### config.mk
export PLATFORM = sky130hd
export DESIGN_NAME = gpp_port
export DESIGN_NICKNAME = d
export VERILOG_FILES = /design/src/pkg/gpp_pkg.sv /design/src/hw/gpp_port.sv /design/src/hw/gpp_pin_evt.sv
export SDC_FILE = /design/constraint.sdc
export NUM_CORES = 2
export LEC_CHECK = 0
export BUFFER_PORTS_ARGS = -buffer_cell sky130_fd_sc_hd__buf_2
export CAP_MARGIN = 5
export CELL_PAD_IN_SITES_DETAIL_PLACEMENT = 2
export CELL_PAD_IN_SITES_GLOBAL_PLACEMENT = 2
export CORE_ASPECT_RATIO = 1.75
export CORE_MARGIN = 2
export CORE_UTILIZATION = 43
export CTS_CLUSTER_SIZE = 12
export DETAILED_ROUTE_END_ITERATION = 10
export PLACE_DENSITY_LB_ADDON = 0.1
export SETUP_SLACK_MARGIN = 0.1
export SYNTH_ARGS = -nofsm -noshare
export SYNTH_HDL_FRONTEND = slang
export SYNTH_SLANG_ARGS = --single-unit
### constraint.sdc
create_clock -name clk -period 4.9 [get_ports clk]
set_clock_uncertainty 0.15 [all_clocks]
set_input_delay 0.49 -clock clk [delete_from_list [all_inputs] [get_ports clk]]
set_output_delay 0.49 -clock clk [all_outputs]
set_load 0.02 [all_outputs]
### src/pkg/gpp_pkg.sv
// Register map, reset values and widths of the port and pin interrupt block
package gpp_pkg;

  localparam int          GPP_PINS       = 32;
  localparam int          GPP_HALF       = 8;
  localparam int          GPP_NHALF      = 4;
  localparam int          GPP_NCH        = 3;

  // ***************************************************************
  // Port registers (byte addresses)
  // ***************************************************************
  localparam logic [11:0] GPP_DIR        = 12'h000;
  localparam logic [11:0] GPP_DIR_SET    = 12'h004;
  localparam logic [11:0] GPP_DIR_CLR    = 12'h008;
  localparam logic [11:0] GPP_DOUT       = 12'h00C;
  localparam logic [11:0] GPP_DOUT_SET   = 12'h010;
  localparam logic [11:0] GPP_DOUT_CLR   = 12'h014;
  localparam logic [11:0] GPP_DOUT_TGL   = 12'h018;
  localparam logic [11:0] GPP_DIN        = 12'h01C;
  localparam logic [11:0] GPP_IRQ_STAT   = 12'h020;
  localparam logic [11:0] GPP_IRQ_CLR    = 12'h024;
  localparam logic [11:0] GPP_IRQ_EN     = 12'h028;
  localparam logic [11:0] GPP_IRQ_EN_SET = 12'h02C;
  localparam logic [11:0] GPP_IRQ_EN_CLR = 12'h030;
  localparam logic [11:0] GPP_SENS_EDGE  = 12'h034;
  localparam logic [11:0] GPP_SENS_BOTH  = 12'h038;
  localparam logic [11:0] GPP_POL        = 12'h03C;
  localparam logic [11:0] GPP_SWREQ      = 12'h040;
  localparam logic [11:0] GPP_ASSIGN     = 12'h044;

  // ***************************************************************
  // Pin interrupt channel registers (page, then offset in channel)
  // ***************************************************************
  localparam logic [3:0]  GPP_PINT_PAGE  = 4'h1;
  localparam logic [5:0]  GPP_P_MASK     = 6'h00;
  localparam logic [5:0]  GPP_P_MASK_SET = 6'h04;
  localparam logic [5:0]  GPP_P_MASK_CLR = 6'h08;
  localparam logic [5:0]  GPP_P_REQ      = 6'h0C;
  localparam logic [5:0]  GPP_P_LATCH    = 6'h10;
  localparam logic [5:0]  GPP_P_LAT_CLR  = 6'h14;
  localparam logic [5:0]  GPP_P_EDGE_SET = 6'h18;
  localparam logic [5:0]  GPP_P_EDGE_CLR = 6'h1C;
  localparam logic [5:0]  GPP_P_EDGE     = 6'h20;
  localparam logic [5:0]  GPP_P_INV_SET  = 6'h24;
  localparam logic [5:0]  GPP_P_INV_CLR  = 6'h28;
  localparam logic [5:0]  GPP_P_INV      = 6'h2C;
  localparam logic [5:0]  GPP_P_PINS     = 6'h30;

  // ***************************************************************
  // Reset values
  // ***************************************************************
  localparam logic [31:0] GPP_RST_WORD   = 32'h0000_0000;
  localparam logic [7:0]  GPP_RST_ASSIGN = 8'hFF;
  localparam logic [1:0]  GPP_CH_NONE    = 2'h3;

endpackage

### src/hw/gpp_port.sv
// Port pins with per-pin interrupts and three pin interrupt channels
`timescale 1ns/1ps
// Behaviour
// - each pin has its own direction bit
// - set/clear aliases change only written-one pins
// - per-pin mask gates port interrupt
// - inputs by hardware, outputs by software request
// - level or edge, rising or both edges
// - pin interrupts edge or level, programmable polarity
// - pin interrupts ignore direction and data
// - three channels, 32 pins each
// - half ports of eight assigned to channels
// - each channel has 32-bit register set
// - pin states and latches readable when masked
// - set and clear aliases for direction, output data, interrupt enable and channel mask, edge and polarity registers
module gpp_port
  import gpp_pkg::*;
(
  input  wire logic        clk,
  input  wire logic        arst_n,
  input  wire logic        psel,
  input  wire logic        penable,
  input  wire logic        pwrite,
  input  wire logic [11:0] paddr,
  input  wire logic [31:0] pwdata,
  output logic [31:0]      prdata,
  output logic             pready,
  output logic             pslverr,
  input  wire logic [31:0] pin_in,
  output logic [31:0]      pin_out,
  output logic [31:0]      pin_oe_n,
  output logic             gpio_irq,
  output logic [2:0]       pin_irq_channels
);

  // ***************************************************************
  // Bus decode
  // ***************************************************************
  logic             wr_en;
  logic             rd_setup;
  logic             hit;
  logic [31:0]      rdata;
  logic [31:0]      prdata_ff;
  logic             in_page;
  logic [1:0]       ch_idx;
  logic [5:0]       ch_off;

  // Writes land at the access edge; reads are sampled at setup
  assign wr_en    = psel & penable & pwrite;
  assign rd_setup = psel & ~penable & ~pwrite;
  assign in_page  = (paddr[11:8] == GPP_PINT_PAGE)
                  && (paddr[7:6] != GPP_CH_NONE);
  assign ch_idx   = paddr[7:6];
  assign ch_off   = paddr[5:0];
  assign pready   = 1'b1;
  assign pslverr  = psel & penable & ~hit;
  assign prdata   = prdata_ff;

  // ***************************************************************
  // Port state
  // ***************************************************************
  logic [31:0]      dir_ff;
  logic [31:0]      dout_ff;
  logic [31:0]      pin_q_ff;
  logic [31:0]      stat_ff;
  logic [31:0]      en_ff;
  logic [31:0]      sedge_ff;
  logic [31:0]      sboth_ff;
  logic [31:0]      pol_ff;
  logic [7:0]       assign_ff;
  logic [31:0]      gevt;
  logic [31:0]      nxt_stat;
  logic [31:0]      stat_clr;
  logic [31:0]      sw_req;

  // Direction with set and clear aliases
  always_ff @(posedge clk or negedge arst_n) begin
    if (!arst_n) begin
      dir_ff <= GPP_RST_WORD;
    end else if (wr_en) begin
      case (paddr)
        GPP_DIR:     dir_ff <= pwdata;
        GPP_DIR_SET: dir_ff <= dir_ff | pwdata;
        GPP_DIR_CLR: dir_ff <= dir_ff & ~pwdata;
        default:     dir_ff <= dir_ff;
      endcase
    end
  end

  // Output data with set, clear and toggle aliases
  always_ff @(posedge clk or negedge arst_n) begin
    if (!arst_n) begin
      dout_ff <= GPP_RST_WORD;
    end else if (wr_en) begin
      case (paddr)
        GPP_DOUT:     dout_ff <= pwdata;
        GPP_DOUT_SET: dout_ff <= dout_ff | pwdata;
        GPP_DOUT_CLR: dout_ff <= dout_ff & ~pwdata;
        GPP_DOUT_TGL: dout_ff <= dout_ff ^ pwdata;
        default:      dout_ff <= dout_ff;
      endcase
    end
  end

  // Pin drivers; enable low while driving
  assign pin_out  = dout_ff;
  assign pin_oe_n = ~dir_ff;

  // Previous pin sample for edge detection
  always_ff @(posedge clk or negedge arst_n) begin
    if (!arst_n) begin
      pin_q_ff <= GPP_RST_WORD;
    end else begin
      pin_q_ff <= pin_in;
    end
  end

  // Enable, sensitivity and polarity settings
  always_ff @(posedge clk or negedge arst_n) begin
    if (!arst_n) begin
      en_ff    <= GPP_RST_WORD;
      sedge_ff <= GPP_RST_WORD;
      sboth_ff <= GPP_RST_WORD;
      pol_ff   <= GPP_RST_WORD;
    end else if (wr_en) begin
      case (paddr)
        GPP_IRQ_EN:     en_ff    <= pwdata;
        GPP_IRQ_EN_SET: en_ff    <= en_ff | pwdata;
        GPP_IRQ_EN_CLR: en_ff    <= en_ff & ~pwdata;
        GPP_SENS_EDGE:  sedge_ff <= pwdata;
        GPP_SENS_BOTH:  sboth_ff <= pwdata;
        GPP_POL:        pol_ff   <= pwdata;
        default:        en_ff    <= en_ff;
      endcase
    end
  end

  // Half-port to channel map, two bits per half port
  always_ff @(posedge clk or negedge arst_n) begin
    if (!arst_n) begin
      assign_ff <= GPP_RST_ASSIGN;
    end else if (wr_en && paddr == GPP_ASSIGN) begin
      assign_ff <= pwdata[7:0];
    end
  end

  // Port event detectors and per-pin channel membership
  logic [31:0]      pm_ff   [GPP_NCH];
  logic [31:0]      pl_ff   [GPP_NCH];
  logic [31:0]      pe_ff   [GPP_NCH];
  logic [31:0]      pi_ff   [GPP_NCH];
  logic [31:0]      pevt    [GPP_NCH];
  logic [31:0]      member  [GPP_NCH];

  for (genvar i = 0; i < GPP_PINS; i++) begin : g_pin
    gpp_pin_evt u_gevt (
      .pin_now    (pin_in[i]),
      .pin_prev   (pin_q_ff[i]),
      .invert     (pol_ff[i]),
      .edge_mode  (sedge_ff[i]),
      .both_edges (sboth_ff[i]),
      .evt        (gevt[i])
    );
    for (genvar c = 0; c < GPP_NCH; c++) begin : g_ch
      assign member[c][i] =
        (assign_ff[2*(i/GPP_HALF) +: 2] == 2'(c));
      gpp_pin_evt u_pevt (
        .pin_now    (pin_in[i]),
        .pin_prev   (pin_q_ff[i]),
        .invert     (pi_ff[c][i]),
        .edge_mode  (pe_ff[c][i]),
        .both_edges (1'b0),
        .evt        (pevt[c][i])
      );
    end
  end

  // ***************************************************************
  // Port interrupt status
  // ***************************************************************
  // Inputs by hardware, outputs only by software; set beats clear
  always_comb begin
    stat_clr = (wr_en && paddr == GPP_IRQ_CLR) ? pwdata : GPP_RST_WORD;
    sw_req   = (wr_en && paddr == GPP_SWREQ) ? pwdata : GPP_RST_WORD;
    nxt_stat = (stat_ff & ~stat_clr) | (gevt & ~dir_ff)
             | (sw_req & dir_ff);
  end

  always_ff @(posedge clk or negedge arst_n) begin
    if (!arst_n) begin
      stat_ff <= GPP_RST_WORD;
    end else begin
      stat_ff <= nxt_stat;
    end
  end

  // Level interrupt while any enabled bit stands
  assign gpio_irq = |(stat_ff & en_ff);

  // ***************************************************************
  // Pin interrupt channels
  // ***************************************************************
  for (genvar c = 0; c < GPP_NCH; c++) begin : g_chan
    logic        cw;
    logic [31:0] lat_clr;

    assign cw      = wr_en && in_page && ch_idx == 2'(c);
    assign lat_clr = (cw && ch_off == GPP_P_LAT_CLR) ? pwdata : GPP_RST_WORD;

    // Mask, edge and polarity through set and clear aliases
    always_ff @(posedge clk or negedge arst_n) begin
      if (!arst_n) begin
        pm_ff[c] <= GPP_RST_WORD;
        pe_ff[c] <= GPP_RST_WORD;
        pi_ff[c] <= GPP_RST_WORD;
      end else if (cw) begin
        case (ch_off)
          GPP_P_MASK_SET: pm_ff[c] <= pm_ff[c] | pwdata;
          GPP_P_MASK_CLR: pm_ff[c] <= pm_ff[c] & ~pwdata;
          GPP_P_EDGE_SET: pe_ff[c] <= pe_ff[c] | pwdata;
          GPP_P_EDGE_CLR: pe_ff[c] <= pe_ff[c] & ~pwdata;
          GPP_P_INV_SET:  pi_ff[c] <= pi_ff[c] | pwdata;
          GPP_P_INV_CLR:  pi_ff[c] <= pi_ff[c] & ~pwdata;
          default:        pm_ff[c] <= pm_ff[c];
        endcase
      end
    end

    // Sticky latch of assigned pins; set beats clear
    always_ff @(posedge clk or negedge arst_n) begin
      if (!arst_n) begin
        pl_ff[c] <= GPP_RST_WORD;
      end else begin
        pl_ff[c] <= (pl_ff[c] & ~lat_clr) | (pevt[c] & member[c]);
      end
    end

    // Channel request is the OR of unmasked latches
    assign pin_irq_channels[c] = |(pl_ff[c] & pm_ff[c]);
  end

  // ***************************************************************
  // Read mux and answer
  // ***************************************************************
  always_comb begin
    rdata = GPP_RST_WORD;
    hit   = 1'b1;
    if (in_page) begin
      unique case (ch_off)
        GPP_P_MASK:     rdata = pm_ff[ch_idx];
        GPP_P_REQ:      rdata = pl_ff[ch_idx] & pm_ff[ch_idx];
        GPP_P_LATCH:    rdata = pl_ff[ch_idx];
        GPP_P_EDGE:     rdata = pe_ff[ch_idx];
        GPP_P_INV:      rdata = pi_ff[ch_idx];
        GPP_P_PINS:     rdata = (pin_in ^ pi_ff[ch_idx])
                              & member[ch_idx];
        GPP_P_MASK_SET, GPP_P_MASK_CLR, GPP_P_LAT_CLR,
        GPP_P_EDGE_SET, GPP_P_EDGE_CLR,
        GPP_P_INV_SET,  GPP_P_INV_CLR: rdata = GPP_RST_WORD;
        default:        hit   = 1'b0;
      endcase
    end else begin
      unique case (paddr)
        GPP_DIR:        rdata = dir_ff;
        GPP_DOUT:       rdata = dout_ff;
        GPP_DIN:        rdata = pin_in;
        GPP_IRQ_STAT:   rdata = stat_ff;
        GPP_IRQ_EN:     rdata = en_ff;
        GPP_SENS_EDGE:  rdata = sedge_ff;
        GPP_SENS_BOTH:  rdata = sboth_ff;
        GPP_POL:        rdata = pol_ff;
        GPP_ASSIGN:     rdata = {24'h000000, assign_ff};
        GPP_DIR_SET, GPP_DIR_CLR, GPP_DOUT_SET, GPP_DOUT_CLR,
        GPP_DOUT_TGL, GPP_IRQ_CLR, GPP_IRQ_EN_SET,
        GPP_IRQ_EN_CLR, GPP_SWREQ: rdata = GPP_RST_WORD;
        default:        hit   = 1'b0;
      endcase
    end
  end

  // Read data captured in the setup cycle
  always_ff @(posedge clk or negedge arst_n) begin
    if (!arst_n) begin
      prdata_ff <= GPP_RST_WORD;
    end else if (rd_setup) begin
      prdata_ff <= rdata;
    end
  end

  // ***************************************************************
  // Assertions
  // ***************************************************************
  a_dir_set_keep: assert property (
    @(posedge clk) disable iff (!arst_n)
    (wr_en && paddr == GPP_DIR_SET) |=>
      ((dir_ff ^ $past(dir_ff)) & ~$past(pwdata)) == 32'h0000_0000
      && (dir_ff & $past(pwdata)) == $past(pwdata))
    else $error("direction set alias touched other pins");

  a_dir_drive: assert property (
    @(posedge clk) disable iff (!arst_n)
    (wr_en && paddr == GPP_DIR) |=> pin_oe_n == ~$past(pwdata))
    else $error("pin enables do not follow direction write");

  a_mask_gate: assert property (
    @(posedge clk) disable iff (!arst_n)
    (en_ff == 32'h0000_0000) |-> !gpio_irq)
    else $error("port interrupt raised with all masks off");

  a_out_no_hw: assert property (
    @(posedge clk) disable iff (!arst_n)
    1'b1 |=> (stat_ff & ~$past(stat_ff) & $past(dir_ff)
      & ~$past(sw_req)) == 32'h0000_0000)
    else $error("output pin raised a hardware interrupt");

  a_rise_event: assert property (
    @(posedge clk) disable iff (!arst_n)
    (sedge_ff[16] && !pol_ff[16] && !dir_ff[16] && $rose(pin_in[16]))
      |=> stat_ff[16])
    else $error("rising edge on pin 16 not latched");

  a_pint_level: assert property (
    @(posedge clk) disable iff (!arst_n)
    (!pe_ff[0][6] && (pin_in[6] ^ pi_ff[0][6])
      && assign_ff[1:0] == 2'h0) |=> pl_ff[0][6])
    else $error("level request on pin 6 not latched");

  a_unassigned: assert property (
    @(posedge clk) disable iff (!arst_n)
    (assign_ff[1:0] != 2'h0) |=>
      (pl_ff[0][7:0] & ~$past(pl_ff[0][7:0])) == 8'h00)
    else $error("unassigned half port set a channel latch");

  a_latch_sticky: assert property (
    @(posedge clk) disable iff (!arst_n)
    (pl_ff[1][8] && !(wr_en && in_page && ch_idx == 2'h1
      && ch_off == GPP_P_LAT_CLR)) |=> pl_ff[1][8])
    else $error("latch dropped without a clear");

  a_mask_clr: assert property (
    @(posedge clk) disable iff (!arst_n)
    (wr_en && in_page && ch_idx == 2'h1 && ch_off == GPP_P_MASK_CLR)
      |=> (pm_ff[1] & $past(pwdata)) == 32'h0000_0000)
    else $error("mask clear alias left bits set");

  a_latch_read: assert property (
    @(posedge clk) disable iff (!arst_n)
    (rd_setup && in_page && ch_idx == 2'h2 && ch_off == GPP_P_LATCH)
      |=> prdata == $past(pl_ff[2]))
    else $error("latch readback wrong");

  a_chan_req: assert property (
    @(posedge clk) disable iff (!arst_n)
    (pm_ff[1][8] && member[1][8] && pevt[1][8]
      && !(wr_en && in_page && ch_idx == 2'h1
      && ch_off == GPP_P_MASK_CLR)) |=> pin_irq_channels[1])
    else $error("unmasked pin event did not raise its channel");

endmodule // gpp_port

### src/hw/gpp_pin_evt.sv
// Per-pin event detector: polarity, level or edge, one or both edges
`timescale 1ns/1ps
module gpp_pin_evt
  import gpp_pkg::*;
(
  input  wire logic pin_now,
  input  wire logic pin_prev,
  input  wire logic invert,
  input  wire logic edge_mode,
  input  wire logic both_edges,
  output logic      evt
);

  logic act_now;
  logic act_prev;
  logic rise;
  logic fall;

  // Polarity first, then edges of the active level
  assign act_now  = pin_now ^ invert;
  assign act_prev = pin_prev ^ invert;
  assign rise     = act_now & ~act_prev;
  assign fall     = ~act_now & act_prev;

  // Level mode follows the active level
  always_comb begin
    if (edge_mode) begin
      evt = rise | (both_edges & fall);
    end else begin
      evt = act_now;
    end
  end

endmodule // gpp_pin_evt

==> metrics <==
outcome finished, final reports clean; worst-margin pin slew 1400 ps; synth warn 0; library cells used by synthesis 75; Final nets 4,367; EDFF count, synth 0; commonest non-fill, non-tap cell in the layout dfrtp_1; count of final setup violators 0; number of antenna violations at the first check in global routing 4; CP Data Required Time 4260 ps; sequential area share after synthesis 0.439; Period minus WS final 3770 ps; Max Cap Viol 0; row count 145; RSZ-0062 raised after global routing false; number of global-route vias before repair 40.1k; Max FO, Critical Path 22; Routed wire per std cell 35.8 um; synth top area cells dfrtp_1, mux2i_1, a21oi_1, nand2_1, a31oi_1; Routed Antenna Nets 0; TritonCTS Buffers 73; worst reg2reg path depth 6; Critical Path End Type output pin; largest net degree at the start of global routing 98; cell taking the most area after synthesis dfrtp_1; PortBufs 181; Post-synth ARST share 1.00; Die Wd 231 um; clock sink total 680; Total GRT Usage 0.418; Pwr Density 300 mW/mm^2; mapped cell area 0.0387 sq mm; kind of critical path in -> out; area grow syn2layout 11.9%; CTS tree yes; CP arrival 3130 ps; top cell type's share of synthesized area 0.434; Avg Cell Area, Syn 9.15 sq um; final WL 195,000 um; most frequent cells in the layout dfrtp_1, a21oi_1, nand2_1; Peak VDD IR 0.000347 V; PostCTS Resize Cnt 0; HP Class in -> reg; dpl hpwl 136,000 um; grt ovf 0; clock latency on the worst-skew pair 680 ps; Syn Nets 4,378; final setup TNS 0 ps; area of the core 0.0893 sq mm; CP Launch Type input port; LEAKAGE 19.0 nW; ys flop type dfrtp_1; FMAX 0.266 GHz; Starting Density 0.434; WHS Path Cells 1; hold buffers post-CTS 20; Slew Viols, Final 0; H-tree depth 3; Min Hold Slack 11.8 ps; Die Height 401 um; DR vias 37.5k; count of final hold-check violations 0; Starting DRT DRC Count 3,475; die footprint 0.0926 sq mm; # IOs 183; First-pass DRT Iterations 6; GPL Wtd Cong 0.966; post-synthesis cell count 4,233; clock-pin slew on the worst setup and hold paths 60 ps; Setup Fix Bufs, Post-CTS 0; Tcrit/Tclk final 0.769; CTS root buffer clkbuf_16; number of synthesized register bits 680; Post-route DRC 0; Vias/cell 6.87; Rel. slew slack 0.0581; Max clock buf depth 3; first-pass GRT wire length 283,000 um; layout cells sized above 1 0.127
## cell type report
class	count	area [sq um]
Inverter	196	736
Timing Repair Buffer	304	2150
Fill cell	9612	45900
Clock inverter	12	196
Antenna cell	1	2.50
Tap cell	1176	1470
Clock buffer	116	2240
Multi-Input combinational cell	2967	19500
Sequential cell	680	17000
## final timing paths
check / endpoint / slack (ps) / startpoint
setup / recovery: pslverr / 1130 / paddr[3]
hold / removal: pin_q_ff[31] / 10 / pin_in[31]
setup reg to reg: prdata[15] / 1320 / assign_ff[2]
hold reg to reg: stat_ff[14] / 370 / stat_ff[14]
max in group asynchronous: pin_q_ff[21] / 2930 / arst_n
min in group asynchronous: pin_out[26] / 300 / arst_n
## cells in the mapped netlist (22+ instances only)
cell type	count
o21ai_1	22
o22ai_1	56
buf_2	91
a31oi_1	219
nand3_1	41
mux2_2	87
o211ai_1	24
nand3b_1	30
mux2i_1	269
nand2_1	455
o21ai_0	269
xnor2_1	86
a221oi_1	69
a22o_1	85
ha_1	64
o2bb2ai_1	127
nor2_1	226
clkbuf_1	248
o21bai_1	43
inv_1	196
a22oi_1	120
buf_1	40
a21oi_1	460
dfrtp_1	672
## cell families after synthesis
group / share of synthesized area
AO/OA/AOI/OAI: 0.261
XOR/XNOR: 0.0228
adder cells (fa/ha/maj): 0.0207
buffers and inverters: 0.0616
flip-flops: 0.439
multiplexers: 0.0954
other: 0.0000968
AND/OR/NAND/NOR: 0.0986
## layer usage
layer / wire (um) / vias up / global-route usage
met5: 13 / - / 0
met3: 12100 / 628 / 0.0619
met4: 18700 / 2 / 0.339
li1: - / 15300 / -
met1: 70400 / 19800 / 0.476
met2: 94000 / 1715 / 0.695
## metrics by stage
step / cells / util / instance area, sq um / power, mW / setup slack (ps)
6_report: 5452 / 0.486 / 43300 / 13.0 / 1130
5_1_grt: 5451 / 0.486 / 43300 / 13.3 / 1110
4_1_cts: 5451 / 0.486 / 43300 / 13.0 / 1330
3_5_place_dp: 5303 / 0.456 / 40700 / 7.10 / 1070
3_3_place_gp: 5303 / 0.456 / 40700 / 7.07 / 1100
2_1_floorplan: 4233 / - / 38700 / 6.46 / 1900
## critical path: stages
cell and delay [ps]:
buf_2 640, nand4bb_1 540, nor2_1 740, o21ai_0 210, nand4_1 210, nor3_1 80, buf_2 190
## power by group
part | leakage (nW) | switching, mW | internal [mW] | total, mW
combinational | 9.42 | 0.910 | 0.321 | 1.23
clock | 1.20 | 2.54 | 3.40 | 5.94
sequential | 8.37 | 0.142 | 5.69 | 5.83
total | 19.0 | 3.59 | 9.41 | 13.0
Power figures use the tool's default switching activity.
